### src/design/reset_wakeup_pkg.sv
// Constants shared by the reset sequencer, its glitch filter and its watchdog.
// Assumes a single 50 MHz clock domain.
package reset_wakeup_pkg;
  localparam int CLK_MHZ = 50;
  localparam int FILTER_NS = 100;
  localparam int FILTER_CYCLES = (FILTER_NS * CLK_MHZ) / 1000;
  localparam int WAKE_CYCLES = 4096;
  localparam int WDT_PRESCALE = 4;
  localparam logic [31:0] WDT_MIN_TIMEOUT = 32'h00000100;
  localparam logic [31:0] RESET_VECTOR = 32'h00000000;
  localparam logic [7:0] FEED_KEY1 = 8'haa;
  localparam logic [7:0] FEED_KEY2 = 8'h55;
  localparam logic [3:0] ADDR_MODE = 4'h0;
  localparam logic [3:0] ADDR_TIMEOUT = 4'h1;
  localparam logic [3:0] ADDR_FEED = 4'h2;
  localparam logic [3:0] ADDR_COUNT = 4'h3;
  localparam logic [3:0] ADDR_STATUS = 4'h4;
  localparam logic [3:0] ADDR_IRQ_ENABLE = 4'h5;
  localparam logic [3:0] ADDR_IRQ_CLEAR = 4'h6;
  localparam int MODE_ENABLE_BIT = 0;
  localparam int MODE_RESET_BIT = 1;
  localparam int STATUS_TIMEOUT_BIT = 0;
  localparam int STATUS_FEEDERR_BIT = 1;
  localparam int STATUS_WDRESET_BIT = 2;
  localparam logic [31:0] TIMEOUT_RESET = 32'h000000ff;
endpackage : reset_wakeup_pkg

### src/design/glitch_filter.sv
// Glitch filter for the external reset pin.
// Assumes the pin is already synchronous to clk.
`timescale 1ns/1ns
module glitch_filter #(
  parameter int CYCLES = reset_wakeup_pkg::FILTER_CYCLES
) (
  input wire logic clk,
  input wire logic resetn,
  input wire logic pinIn,
  output logic pinOut
);
  import reset_wakeup_pkg::*;
  typedef struct packed {
    logic [15:0] count;
    logic level;
  } state_type;
  state_type state_reg, state_next;
  always_comb begin
    state_next = state_reg;
    if (pinIn == state_reg.level) begin
      state_next.count = '0;
    end else if (state_reg.count >= 16'(CYCLES - 1)) begin
      state_next.level = pinIn;
      state_next.count = '0;
    end else begin
      state_next.count = state_reg.count + 16'h0001;
    end
  end
  always_ff @(posedge clk) begin
    if (!resetn) begin
      state_reg <= '{count: 16'h0000, level: 1'b0};
    end else begin
      state_reg <= state_next;
    end
  end
  assign pinOut = state_reg.level;
endmodule : glitch_filter

### src/design/watchdog_timer.sv
// Watchdog: divide-by-4 prescaler and 32-bit down counter with feed check.
// Assumes feed and key strobes come from the register port of the parent.
`timescale 1ns/1ns
module watchdog_timer (
  input wire logic clk,
  input wire logic resetn,
  input wire logic enabled,
  input wire logic [31:0] timeout,
  input wire logic feedStrobe,
  input wire logic [7:0] feedData,
  input wire logic otherWrite,
  output logic timeoutPulse,
  output logic feedError,
  output logic [31:0] count
);
  import reset_wakeup_pkg::*;
  typedef struct packed {
    logic [1:0] pre;
    logic [31:0] count;
    logic keyArmed;
  } state_type;
  state_type state_reg, state_next;
  logic goodFeed;
  always_comb begin
    state_next = state_reg;
    timeoutPulse = 1'b0;
    feedError = 1'b0;
    goodFeed = 1'b0;
    if (feedStrobe) begin
      if (!state_reg.keyArmed && feedData == FEED_KEY1) begin
        state_next.keyArmed = 1'b1;
      end else if (state_reg.keyArmed && feedData == FEED_KEY2) begin
        state_next.keyArmed = 1'b0;
        goodFeed = 1'b1;
      end else begin
        state_next.keyArmed = 1'b0;
        feedError = enabled;
      end
    end else if (otherWrite && state_reg.keyArmed) begin
      state_next.keyArmed = 1'b0;
      feedError = enabled;
    end
    if (goodFeed) begin
      state_next.count = timeout;
      state_next.pre = '0;
    end else if (enabled) begin
      state_next.pre = state_reg.pre + 2'(1);
      if (state_reg.pre == 2'(WDT_PRESCALE - 1)) begin
        if (state_reg.count == '0) begin
          timeoutPulse = 1'b1;
          state_next.count = timeout;
        end else begin
          state_next.count = state_reg.count - 32'h00000001;
        end
      end
    end
  end
  always_ff @(posedge clk) begin
    if (!resetn) begin
      state_reg <= '{pre: 2'h0, count: TIMEOUT_RESET, keyArmed: 1'b0};
    end else begin
      state_reg <= state_next;
    end
  end
  assign count = state_reg.count;
endmodule : watchdog_timer

### src/design/reset_wakeup_watchdog.sv
// Chip reset sequencer with wake-up timer and watchdog.
// Assumes all inputs synchronous to clk; resetn is the power-on reset.
`timescale 1ns/1ns
module reset_wakeup_watchdog #(
  parameter int WAKE_COUNT = reset_wakeup_pkg::WAKE_CYCLES
) (
  input wire logic clk,
  input wire logic resetn,
  input wire logic extResetn,
  input wire logic oscRunning,
  input wire logic oscTick,
  input wire logic flashInitDone,
  input wire logic powerDownExit,
  input wire logic [3:0] addr,
  input wire logic [31:0] writeData,
  input wire logic writeStrobe,
  input wire logic readStrobe,
  output logic [31:0] readData,
  output logic chipResetn,
  output logic coreRun,
  output logic [31:0] fetchAddress,
  output logic irq
);
  import reset_wakeup_pkg::*;

  typedef enum logic [1:0] {HOLD, WAKE, RUN} phase_type;
  typedef struct packed {
    phase_type phase;
    logic [15:0] wakeCount;
    logic wdEnable;
    logic wdResetMode;
    logic [31:0] timeout;
    logic [2:0] status;
    logic [2:0] irqEnable;
    logic [31:0] readData;
    logic [31:0] fetch;
  } state_type;
  state_type state_reg, state_next;

  logic pinFiltered;
  logic wdTimeout;
  logic wdFeedError;
  logic [31:0] wdCount;
  logic wdEvent;
  logic wdChipReset;
  logic chipResetActive;
  logic feedWrite;
  logic otherWrite;

  glitch_filter #(.CYCLES(FILTER_CYCLES)) filterPin (
    .clk(clk),
    .resetn(resetn),
    .pinIn(extResetn),
    .pinOut(pinFiltered)
  );

  assign feedWrite = writeStrobe && addr == ADDR_FEED;
  assign otherWrite = writeStrobe && addr != ADDR_FEED;

  watchdog_timer wdt (
    .clk(clk),
    .resetn(resetn && chipResetn),
    .enabled(state_reg.wdEnable),
    .timeout(state_reg.timeout),
    .feedStrobe(feedWrite),
    .feedData(writeData[7:0]),
    .otherWrite(otherWrite),
    .timeoutPulse(wdTimeout),
    .feedError(wdFeedError),
    .count(wdCount)
  );

  assign wdEvent = wdTimeout || wdFeedError;
  assign wdChipReset = wdEvent && state_reg.wdResetMode;
  assign chipResetActive = !pinFiltered || wdChipReset;

  always_comb begin
    state_next = state_reg;
    state_next.readData = '0;
    unique case (state_reg.phase)
      HOLD: begin
        state_next.wakeCount = '0;
        if (pinFiltered) begin
          state_next.phase = WAKE;
        end
      end
      WAKE: begin
        if (oscRunning && oscTick && state_reg.wakeCount < 16'(WAKE_COUNT)) begin
          state_next.wakeCount = state_reg.wakeCount + 16'h0001;
        end
        if (pinFiltered && oscRunning && flashInitDone
            && state_reg.wakeCount >= 16'(WAKE_COUNT)) begin
          state_next.phase = RUN;
          state_next.fetch = RESET_VECTOR;
        end
      end
      RUN: begin
        if (powerDownExit) begin
          state_next.phase = WAKE;
          state_next.wakeCount = '0;
        end
      end
    endcase
    if (state_reg.phase == RUN) begin
      if (writeStrobe) begin
        unique case (addr)
          ADDR_MODE: begin
            if (writeData[MODE_ENABLE_BIT]) begin
              state_next.wdEnable = 1'b1;
            end
            state_next.wdResetMode = writeData[MODE_RESET_BIT];
          end
          ADDR_TIMEOUT: begin
            state_next.timeout = (writeData < WDT_MIN_TIMEOUT) ?
              (WDT_MIN_TIMEOUT - 32'h00000001) : (writeData - 32'h00000001);
          end
          ADDR_IRQ_ENABLE: state_next.irqEnable = writeData[2:0];
          ADDR_IRQ_CLEAR: state_next.status = state_reg.status & ~writeData[2:0];
          default: ;
        endcase
      end
      if (readStrobe) begin
        unique case (addr)
          ADDR_MODE: state_next.readData = {30'h0, state_reg.wdResetMode, state_reg.wdEnable};
          ADDR_TIMEOUT: state_next.readData = state_reg.timeout + 32'h00000001;
          ADDR_COUNT: state_next.readData = wdCount;
          ADDR_STATUS: state_next.readData = {29'h0, state_reg.status};
          ADDR_IRQ_ENABLE: state_next.readData = {29'h0, state_reg.irqEnable};
          default: state_next.readData = '0;
        endcase
      end
      if (wdTimeout) begin
        state_next.status[STATUS_TIMEOUT_BIT] = 1'b1;
      end
      if (wdFeedError) begin
        state_next.status[STATUS_FEEDERR_BIT] = 1'b1;
      end
      if (wdEvent) begin
        state_next.wdEnable = 1'b0;
      end
    end
    if (chipResetActive) begin
      state_next.phase = HOLD;
      state_next.wakeCount = '0;
      state_next.wdEnable = 1'b0;
      state_next.wdResetMode = 1'b0;
      state_next.timeout = TIMEOUT_RESET;
      state_next.irqEnable = '0;
      state_next.readData = '0;
      state_next.fetch = RESET_VECTOR;
      state_next.status = '0;
      state_next.status[STATUS_WDRESET_BIT] = wdChipReset;
    end
  end

  always_ff @(posedge clk) begin
    if (!resetn) begin
      state_reg <= '{phase: HOLD, wakeCount: 16'h0000, wdEnable: 1'b0,
                     wdResetMode: 1'b0, timeout: TIMEOUT_RESET, status: 3'h0,
                     irqEnable: 3'h0, readData: 32'h00000000, fetch: RESET_VECTOR};
    end else begin
      state_reg <= state_next;
    end
  end

  assign readData = state_reg.readData;
  assign chipResetn = state_reg.phase == RUN;
  assign coreRun = state_reg.phase == RUN;
  assign fetchAddress = state_reg.fetch;
  assign irq = |(state_reg.status & state_reg.irqEnable);
endmodule : reset_wakeup_watchdog

### config.mk
export PLATFORM = sky130hd
export DESIGN_NAME = reset_wakeup_watchdog
export DESIGN_NICKNAME = d
export VERILOG_FILES = /design/src/design/reset_wakeup_pkg.sv /design/src/design/glitch_filter.sv /design/src/design/watchdog_timer.sv /design/src/design/reset_wakeup_watchdog.sv
export SDC_FILE = /design/constraint.sdc
export NUM_CORES = 1
export LEC_CHECK = 0
export BUFFER_PORTS_ARGS = -buffer_cell sky130_fd_sc_hd__buf_4
export CAP_MARGIN = 30
export CORE_MARGIN = 3
export CORE_UTILIZATION = 58
export DETAILED_ROUTE_END_ITERATION = 6
export GPL_ROUTABILITY_DRIVEN = 1
export GPL_TIMING_DRIVEN = 0
export PLACE_DENSITY = 0.8
export SLEW_MARGIN = 25
export SYNTH_ARGS = -nofsm -noshare
export SYNTH_HDL_FRONTEND = slang
export SYNTH_HIERARCHICAL = 1
export SYNTH_SLANG_ARGS = --single-unit
### constraint.sdc
create_clock -name clk -period 4.4 [get_ports clk]
set_clock_uncertainty 0.15 [all_clocks]
set_input_delay 0.66 -clock clk [delete_from_list [all_inputs] [get_ports clk]]
set_output_delay 0.66 -clock clk [all_outputs]
set_load 0.01 [all_outputs]
==> impl_metrics.csv, run 1 <==
group,metric,value,unit
run_status,status,"complete, no violations",
floorplan,pin_count,112,
flow_run,maxCapViolCount,0,
routing,wire_per_inst,16.5,um
sta,setup_viol,0,
finish,nets,1183,
synthesis,synth_edf_count,0,
critical_path,reg2reg_slack,310,ps
hold_path,worstHoldPathType,"reg2reg",
clock_network,cts_root_buffer,"clkbuf_16",
finish,multi_input_area,4460,um2
finish,fill_cells,1113,
synthesis,yosysMostFrequentCell,"dfxtp_1",
synthesis,yosysWarnings,6,
synthesis,synthFlopType,"dfxtp_1",
critical_path,rr_startpoint,"wdt/count[0]",
routing,first_iter_violations,759,
routing,dr.pass1.iters,6,
sta,hold_viol_final,0,
critical_path,crit_arrival,4250,ps
routing,routed_via_density,5.77,
clock_network,cts.sinks,142,
floorplan,std_cell_rows,42,
finish,largest_register_ff_count,58,
place,dp.final_hpwl,15900,um
synthesis,yosysUniqueCellTypes,70,
synthesis,ys_seq_elements,142,
synthesis,synth_top_area_cell,"dfxtp_1",
floorplan,chipHeight,124,um
grt,grt_max_degree,17,
power,total_power,0.00299,W
routing,num_vias,7608,
sta,fin_crit_sh,93.0,%
synthesis,synth.top_cell.area_share,35.1,%
finish,final-seq-area,2840,um2
finish,final_cells,1318,
floorplan,start_util,60.3,%
hold_path,worstHoldStart,"state_reg[118]",
power,ir_worst_vdd,0.353,mV
critical_path,start_kind,"flip-flop",
clock_network,clock_latency,430,ps
routing,final_antenna_net_count,0,
sta,clock.fmax,0.244,GHz
floorplan,core_area,13500,um2
synthesis,avgSynthCellArea,8.20,um2
place,dp_slack,-811,ps
critical_path,critPathCaptureType,"flip-flop",
place,port_buffers,78,
sta,timing.final.ws_setup,307,ps
critical_path,startpoint,"wdt/count[0]",
clock_network,cts_buffers,17,
place,place_inst,1286,
clock_network,post-cts-setup-buffer-count,0,
synthesis,synth-async-reset-ratio,0,%
grt,grt_pass1_wl,35100,um
finish,num_antenna_cells,0,
sta,worst_slew_pin_slew,952,ps
grt,overflow,0,
place,place_area,9080,um2
synthesis,yosys-top-cells-area,"dfxtp_1 35%, buf_4 9.0%, xnor2_1 5.1%",
clock_network,cts_tree,"built",
clock_network,htreeDepth,4,
floorplan,die_x,124,um
place,place_congestion,0.988,
floorplan,die_area,15400,um2
critical_path,cp_max_fo,10,
sta,fin_crit,4090,ps
synthesis,synth.top_cells.by_count,"142 x dfxtp_1, 97 x buf_4, 85 x nor2_1, 82 x nand2_1, 52 x nand3_1",
routing,drc,0,
power,leakagePower,3.77,nW
finish,stdcell_area,9740,um2
synthesis,syn_inst,989,
grt,grtUsageTotal,27.6,%
power,p_per_area,307,nW/um2
grt,first_global_vias,7041,
clock_network,clk_pin_slew_worst_paths,70,ps
grt,antenna_found_initial,0,
finish,layout-drive-gt1-share,21.2,%
synthesis,synth_sequential_area_ratio,35.1,%
clock_network,cts.path.max_buffers,2,
critical_path,critPathRequiredTime,4560,ps
critical_path,crit_type,"reg2reg",
sta,finalMaxSlewViolations,0,
routing,totalWireLength,21700,um
sta,slew-limit-headroom,36.5,%
sta,rsz0062_at_grt,"false",
synthesis,syn_area,8110,um2
finish,area_delta_synth_final,20.1,%
layer usage:
metal  global-route usage, %  routed length [um]  vias up
li1                        -                   -     3716
met2                    44.5               10000      366
met5                       0                   0        -
met1                    36.6                9230     3489
met4                    9.35                 491        0
met3                    6.10                1960       37
repair_timing:
item,CTS,global route
resized for setup,5,5
setup endpoints to repair,10,10
hold buffers,0,0
placed cells by master (no fill, tap or decap), types with 14 or more instances in the layout:
cell and n:
buf_4 175, dfxtp_1 142, nor2_1 83, nand2_1 82
nand3_1 52, o21ai_0 48, xnor2_1 47, nor3_1 46
conb_1 45, a21oi_1 44, nor4_1 30, inv_1 29
clkbuf_1 28, xor2_1 23, o2bb2ai_1 17, clkbuf_16 17
a22oi_1 14
path summary, 6_finish.rpt:
path,cells past startpoint,end
max,13,readData[20]
min,1,state_reg[118]
max reg2reg,13,readData[20]
min reg2reg,1,state_reg[118]
cell type report:
type / instances / share of cell area [%]
Tap cell: 176 / 2.26
Clock buffer: 17 / 4.37
Buffer: 134 / 9.21
Multi-Input combinational cell: 727 / 45.8
Timing Repair Buffer: 78 / 6.01
Sequential cell: 142 / 29.2
Clock inverter: 15 / 2.04
Inverter: 29 / 1.12
report_power, final:
part / internal, W / switching, W / total, W
combinational: 0.0000694 / 0.0000793 / 0.000149
clock: 0.000916 / 0.000625 / 0.00154
sequential: 0.00129 / 0.00000464 / 0.00130
total: 0.00228 / 0.000709 / 0.00299
per-stage QoR:
| step | util, % | hold slack (ps) | TNS (ps) |
|---|---|---|---|
| 2_1_floorplan | - | 279 | 0 |
| 3_3_place_gp | 67.5 | 292 | -10320 |
| 3_5_place_dp | 67.5 | 299 | -10270 |
| 4_1_cts | 72.3 | 318 | 0 |
| 5_1_grt | 72.4 | 331 | 0 |
| 6_report | 72.4 | 314 | 0 |
cells by family after synthesis:
kind of cell / count (synthesis) / synth area share (%)
flops: 142 / 35.1
buf+inv: 163 / 12.4
xor+xnor: 70 / 7.56
compound gates: 184 / 14.8
mux: 13 / 1.99
other cells: 2 / 0.0926
simple gates: 406 / 26.7
fa+ha+maj: 9 / 1.39
worst max-delay path, cell delays in order, from the launching register on:
cell and delay, ps:
dfxtp_1 370, inv_1 140, ha_1 220, or3b_2 480, nor4_1 460, nand4_1 280
nor2_1 320, o21ai_1 140, and3_1 290, o2111ai_4 230, nand2b_1 220, clkbuf_1 270
clkbuf_2 290, o2bb2ai_1 110
Note: power is estimated with default switching activity, not from simulation.
==> run 2: changes to the inputs <==
CORE_UTILIZATION = 60   (was 58)
CTS_BUF_LIST = sky130_fd_sc_hd__clkbuf_8   (was unset)
PLACE_DENSITY = 0.83   (was 0.8)
==> impl_metrics.csv, run 2 (same netlist as run 1, synthesis figures left out) <==
group,metric,value,unit
critical_path,critPathTopFamily,"simple AND/OR/NAND/NOR gates",
critical_path,start_kind,"input pin",
critical_path,critPathRequiredTime,4640,ps
sta,slew-limit-headroom,31.9,%
sta,fin_crit_sh,92.7,%
critical_path,slowest_delay,540,ps
floorplan,pin_count,112,
sta,hold_viol_final,0,
floorplan,die_x,122,um
routing,first_iter_violations,767,
critical_path,reg2reg_slack,330,ps
power,leakagePower,3.65,nW
routing,totalWireLength,21800,um
critical_path,critical_path_buf_inv_count,3,
sta,finalMaxSlewViolations,0,
routing,dr.pass1.iters,7,
finish,num_antenna_cells,0,
routing,routed_via_density,5.86,
critical_path,crit_type,"in2reg",
grt,first_global_vias,7046,
hold_path,worstHoldStart,"filterPin/state_reg[1]",
clock_network,cts_buffers,17,
place,place_congestion,1.04,
power,p_per_area,262,nW/um2
sta,timing.final.ws_setup,323,ps
sta,clock.fmax,0.245,GHz
grt,grtUsageTotal,29.4,%
clock_network,clk_pin_slew_worst_paths,80,ps
clock_network,cts.path.max_buffers,2,
routing,num_vias,7688,
flow_run,maxCapViolCount,0,
critical_path,startpoint,"addr[2]",
power,p_seq_share,51.9,%
sta,worst_slew_pin_slew,1020,ps
power,combPwrFrac,6.0,%
grt,grt_pass1_wl,34900,um
place,dp.final_hpwl,16200,um
run_status,status,"complete, no violations",
sta,fin_crit,4080,ps
critical_path,rr_startpoint,"wdt/count[9]",
clock_network,cts_root_buffer,"clkbuf_8",
grt,antenna_found_initial,0,
clock_network,cts.sinks,142,
critical_path,critPathSlowestCell,"or4_1",
routing,final_antenna_net_count,0,
critical_path,critPathCaptureType,"flip-flop",
power,ir_worst_vdd,0.262,mV
clock_network,cts_hold_buf,0,
clock_network,htreeDepth,4,
floorplan,chipHeight,122,um
floorplan,start_util,62.7,%
critical_path,cp_common_cell,"clkbuf_1",
finish,area_delta_synth_final,17.3,%
finish,largest_register_ff_count,58,
critical_path,crit_path_cell_trace,"clkbuf_1, nor2_1, and3_1, nand2_1, or4_1, clkbuf_1, nand2_1, nor2_1, o21ai_1, and3_1, o2111ai_4, nor2_4, clkbuf_1, o2bb2ai_1",
finish,fill_cells,1063,
floorplan,die_area,14900,um2
routing,wire_per_inst,16.6,um
finish,final-seq-area,2840,um2
sta,whs,312,ps
power,internal-power,0.00189,W
clock_network,post-cts-setup-buffer-count,0,
power,switching_power,0.000603,W
hold_path,worstHoldPathType,"reg2reg",
finish,nets,1183,
critical_path,crit_arrival,4320,ps
critical_path,cp_max_fo,10,
grt,overflow,0,
finish,layout-drive-gt1-share,21.1,%
floorplan,std_cell_rows,41,
floorplan,core_area,12900,um2
clock_network,cts_tree,"built",
clock_network,clock_latency,460,ps
sta,setup_viol,0,
finish,final_common_cell,"buf_4",
finish,multi_input_area,4470,um2
finish,final_cell_mix,"175 x buf_4, 142 x dfxtp_1, 84 x nor2_1, 82 x nand2_1, 52 x nand3_1",
place,port_buffers,78,
power,p_clk_share,42.1,%
place,dp_slack,-845,ps
power,swShare,24.1,%
grt,grt_max_degree,17,
routing,drc,0,
==> run 2: final timing paths <==
kind | to | cells after the start
hold / removal | filterPin/state_reg[1] | 1
setup reg to reg | readData[31] | 12
hold reg to reg | filterPin/state_reg[1] | 1
setup / recovery | readData[31] | 14
==> run 2: power groups by stage <==
stage / logic [W] / registers, W / clock network, W
detailed placement: 0.000143 / 0.00133 / 0
floorplan: 0.0000811 / 0.00133 / 0
global placement: 0.000141 / 0.00133 / 0
finish: 0.000149 / 0.00130 / 0.00105
global route: 0.000163 / 0.00130 / 0.00112
CTS: 0.000144 / 0.00130 / 0.00106
==> run 2: what timing repair did <==
action	in CTS	in global routing
endpoints found under the setup margin	10	10
hold endpoints to repair	0	0
gates resized for setup	5	5
==> run 2: worst register-to-register path: cells and delay by family, from the launching register on <==
kind | cells | cell delay [ps]
AOI/OAI and AO/OA | 3 | 490
buffers and inverters | 3 | 740
DFF | 1 | 390
and+or+nand+nor | 6 | 2180
==> run 2: layout make-up <==
| class | count | area share (%) |
|---|---|---|
| sequential | 142 | 29.9 |
| tap | 172 | 2.26 |
| timing repair buffer | 78 | 6.15 |
| clock buffer | 19 | 2.75 |
| clock inverter | 12 | 1.45 |
| multi-input combinational | 727 | 46.9 |
| inverter | 29 | 1.14 |
| buffer | 134 | 9.43 |
==> run 2: through the flow <==
| stage | TNS, ps | util (%) | area, um2 | total power [W] | instances |
|---|---|---|---|---|---|
| after floorplan | 0 | - | 8270 | 0.00141 | 1032 |
| after global placement | -9700 | 70.2 | 9070 | 0.00147 | 1282 |
| after detailed placement | -10680 | 70.2 | 9070 | 0.00147 | 1282 |
| after CTS | 0 | 73.5 | 9500 | 0.00250 | 1313 |
| after global routing | -11.1 | 73.6 | 9520 | 0.00258 | 1313 |
| final | 0 | 73.6 | 9520 | 0.00250 | 1313 |
==> run 2: per-layer routing <==
layer  vias to the layer above  routed length [um]  global-route usage, %
li1                       3715                   -                      -
met1                      3569                9340                   38.5
met2                       354               10100                   47.4
met3                        50                1750                   6.36
met4                         0                 600                   12.0
met5                         -                   0                      0
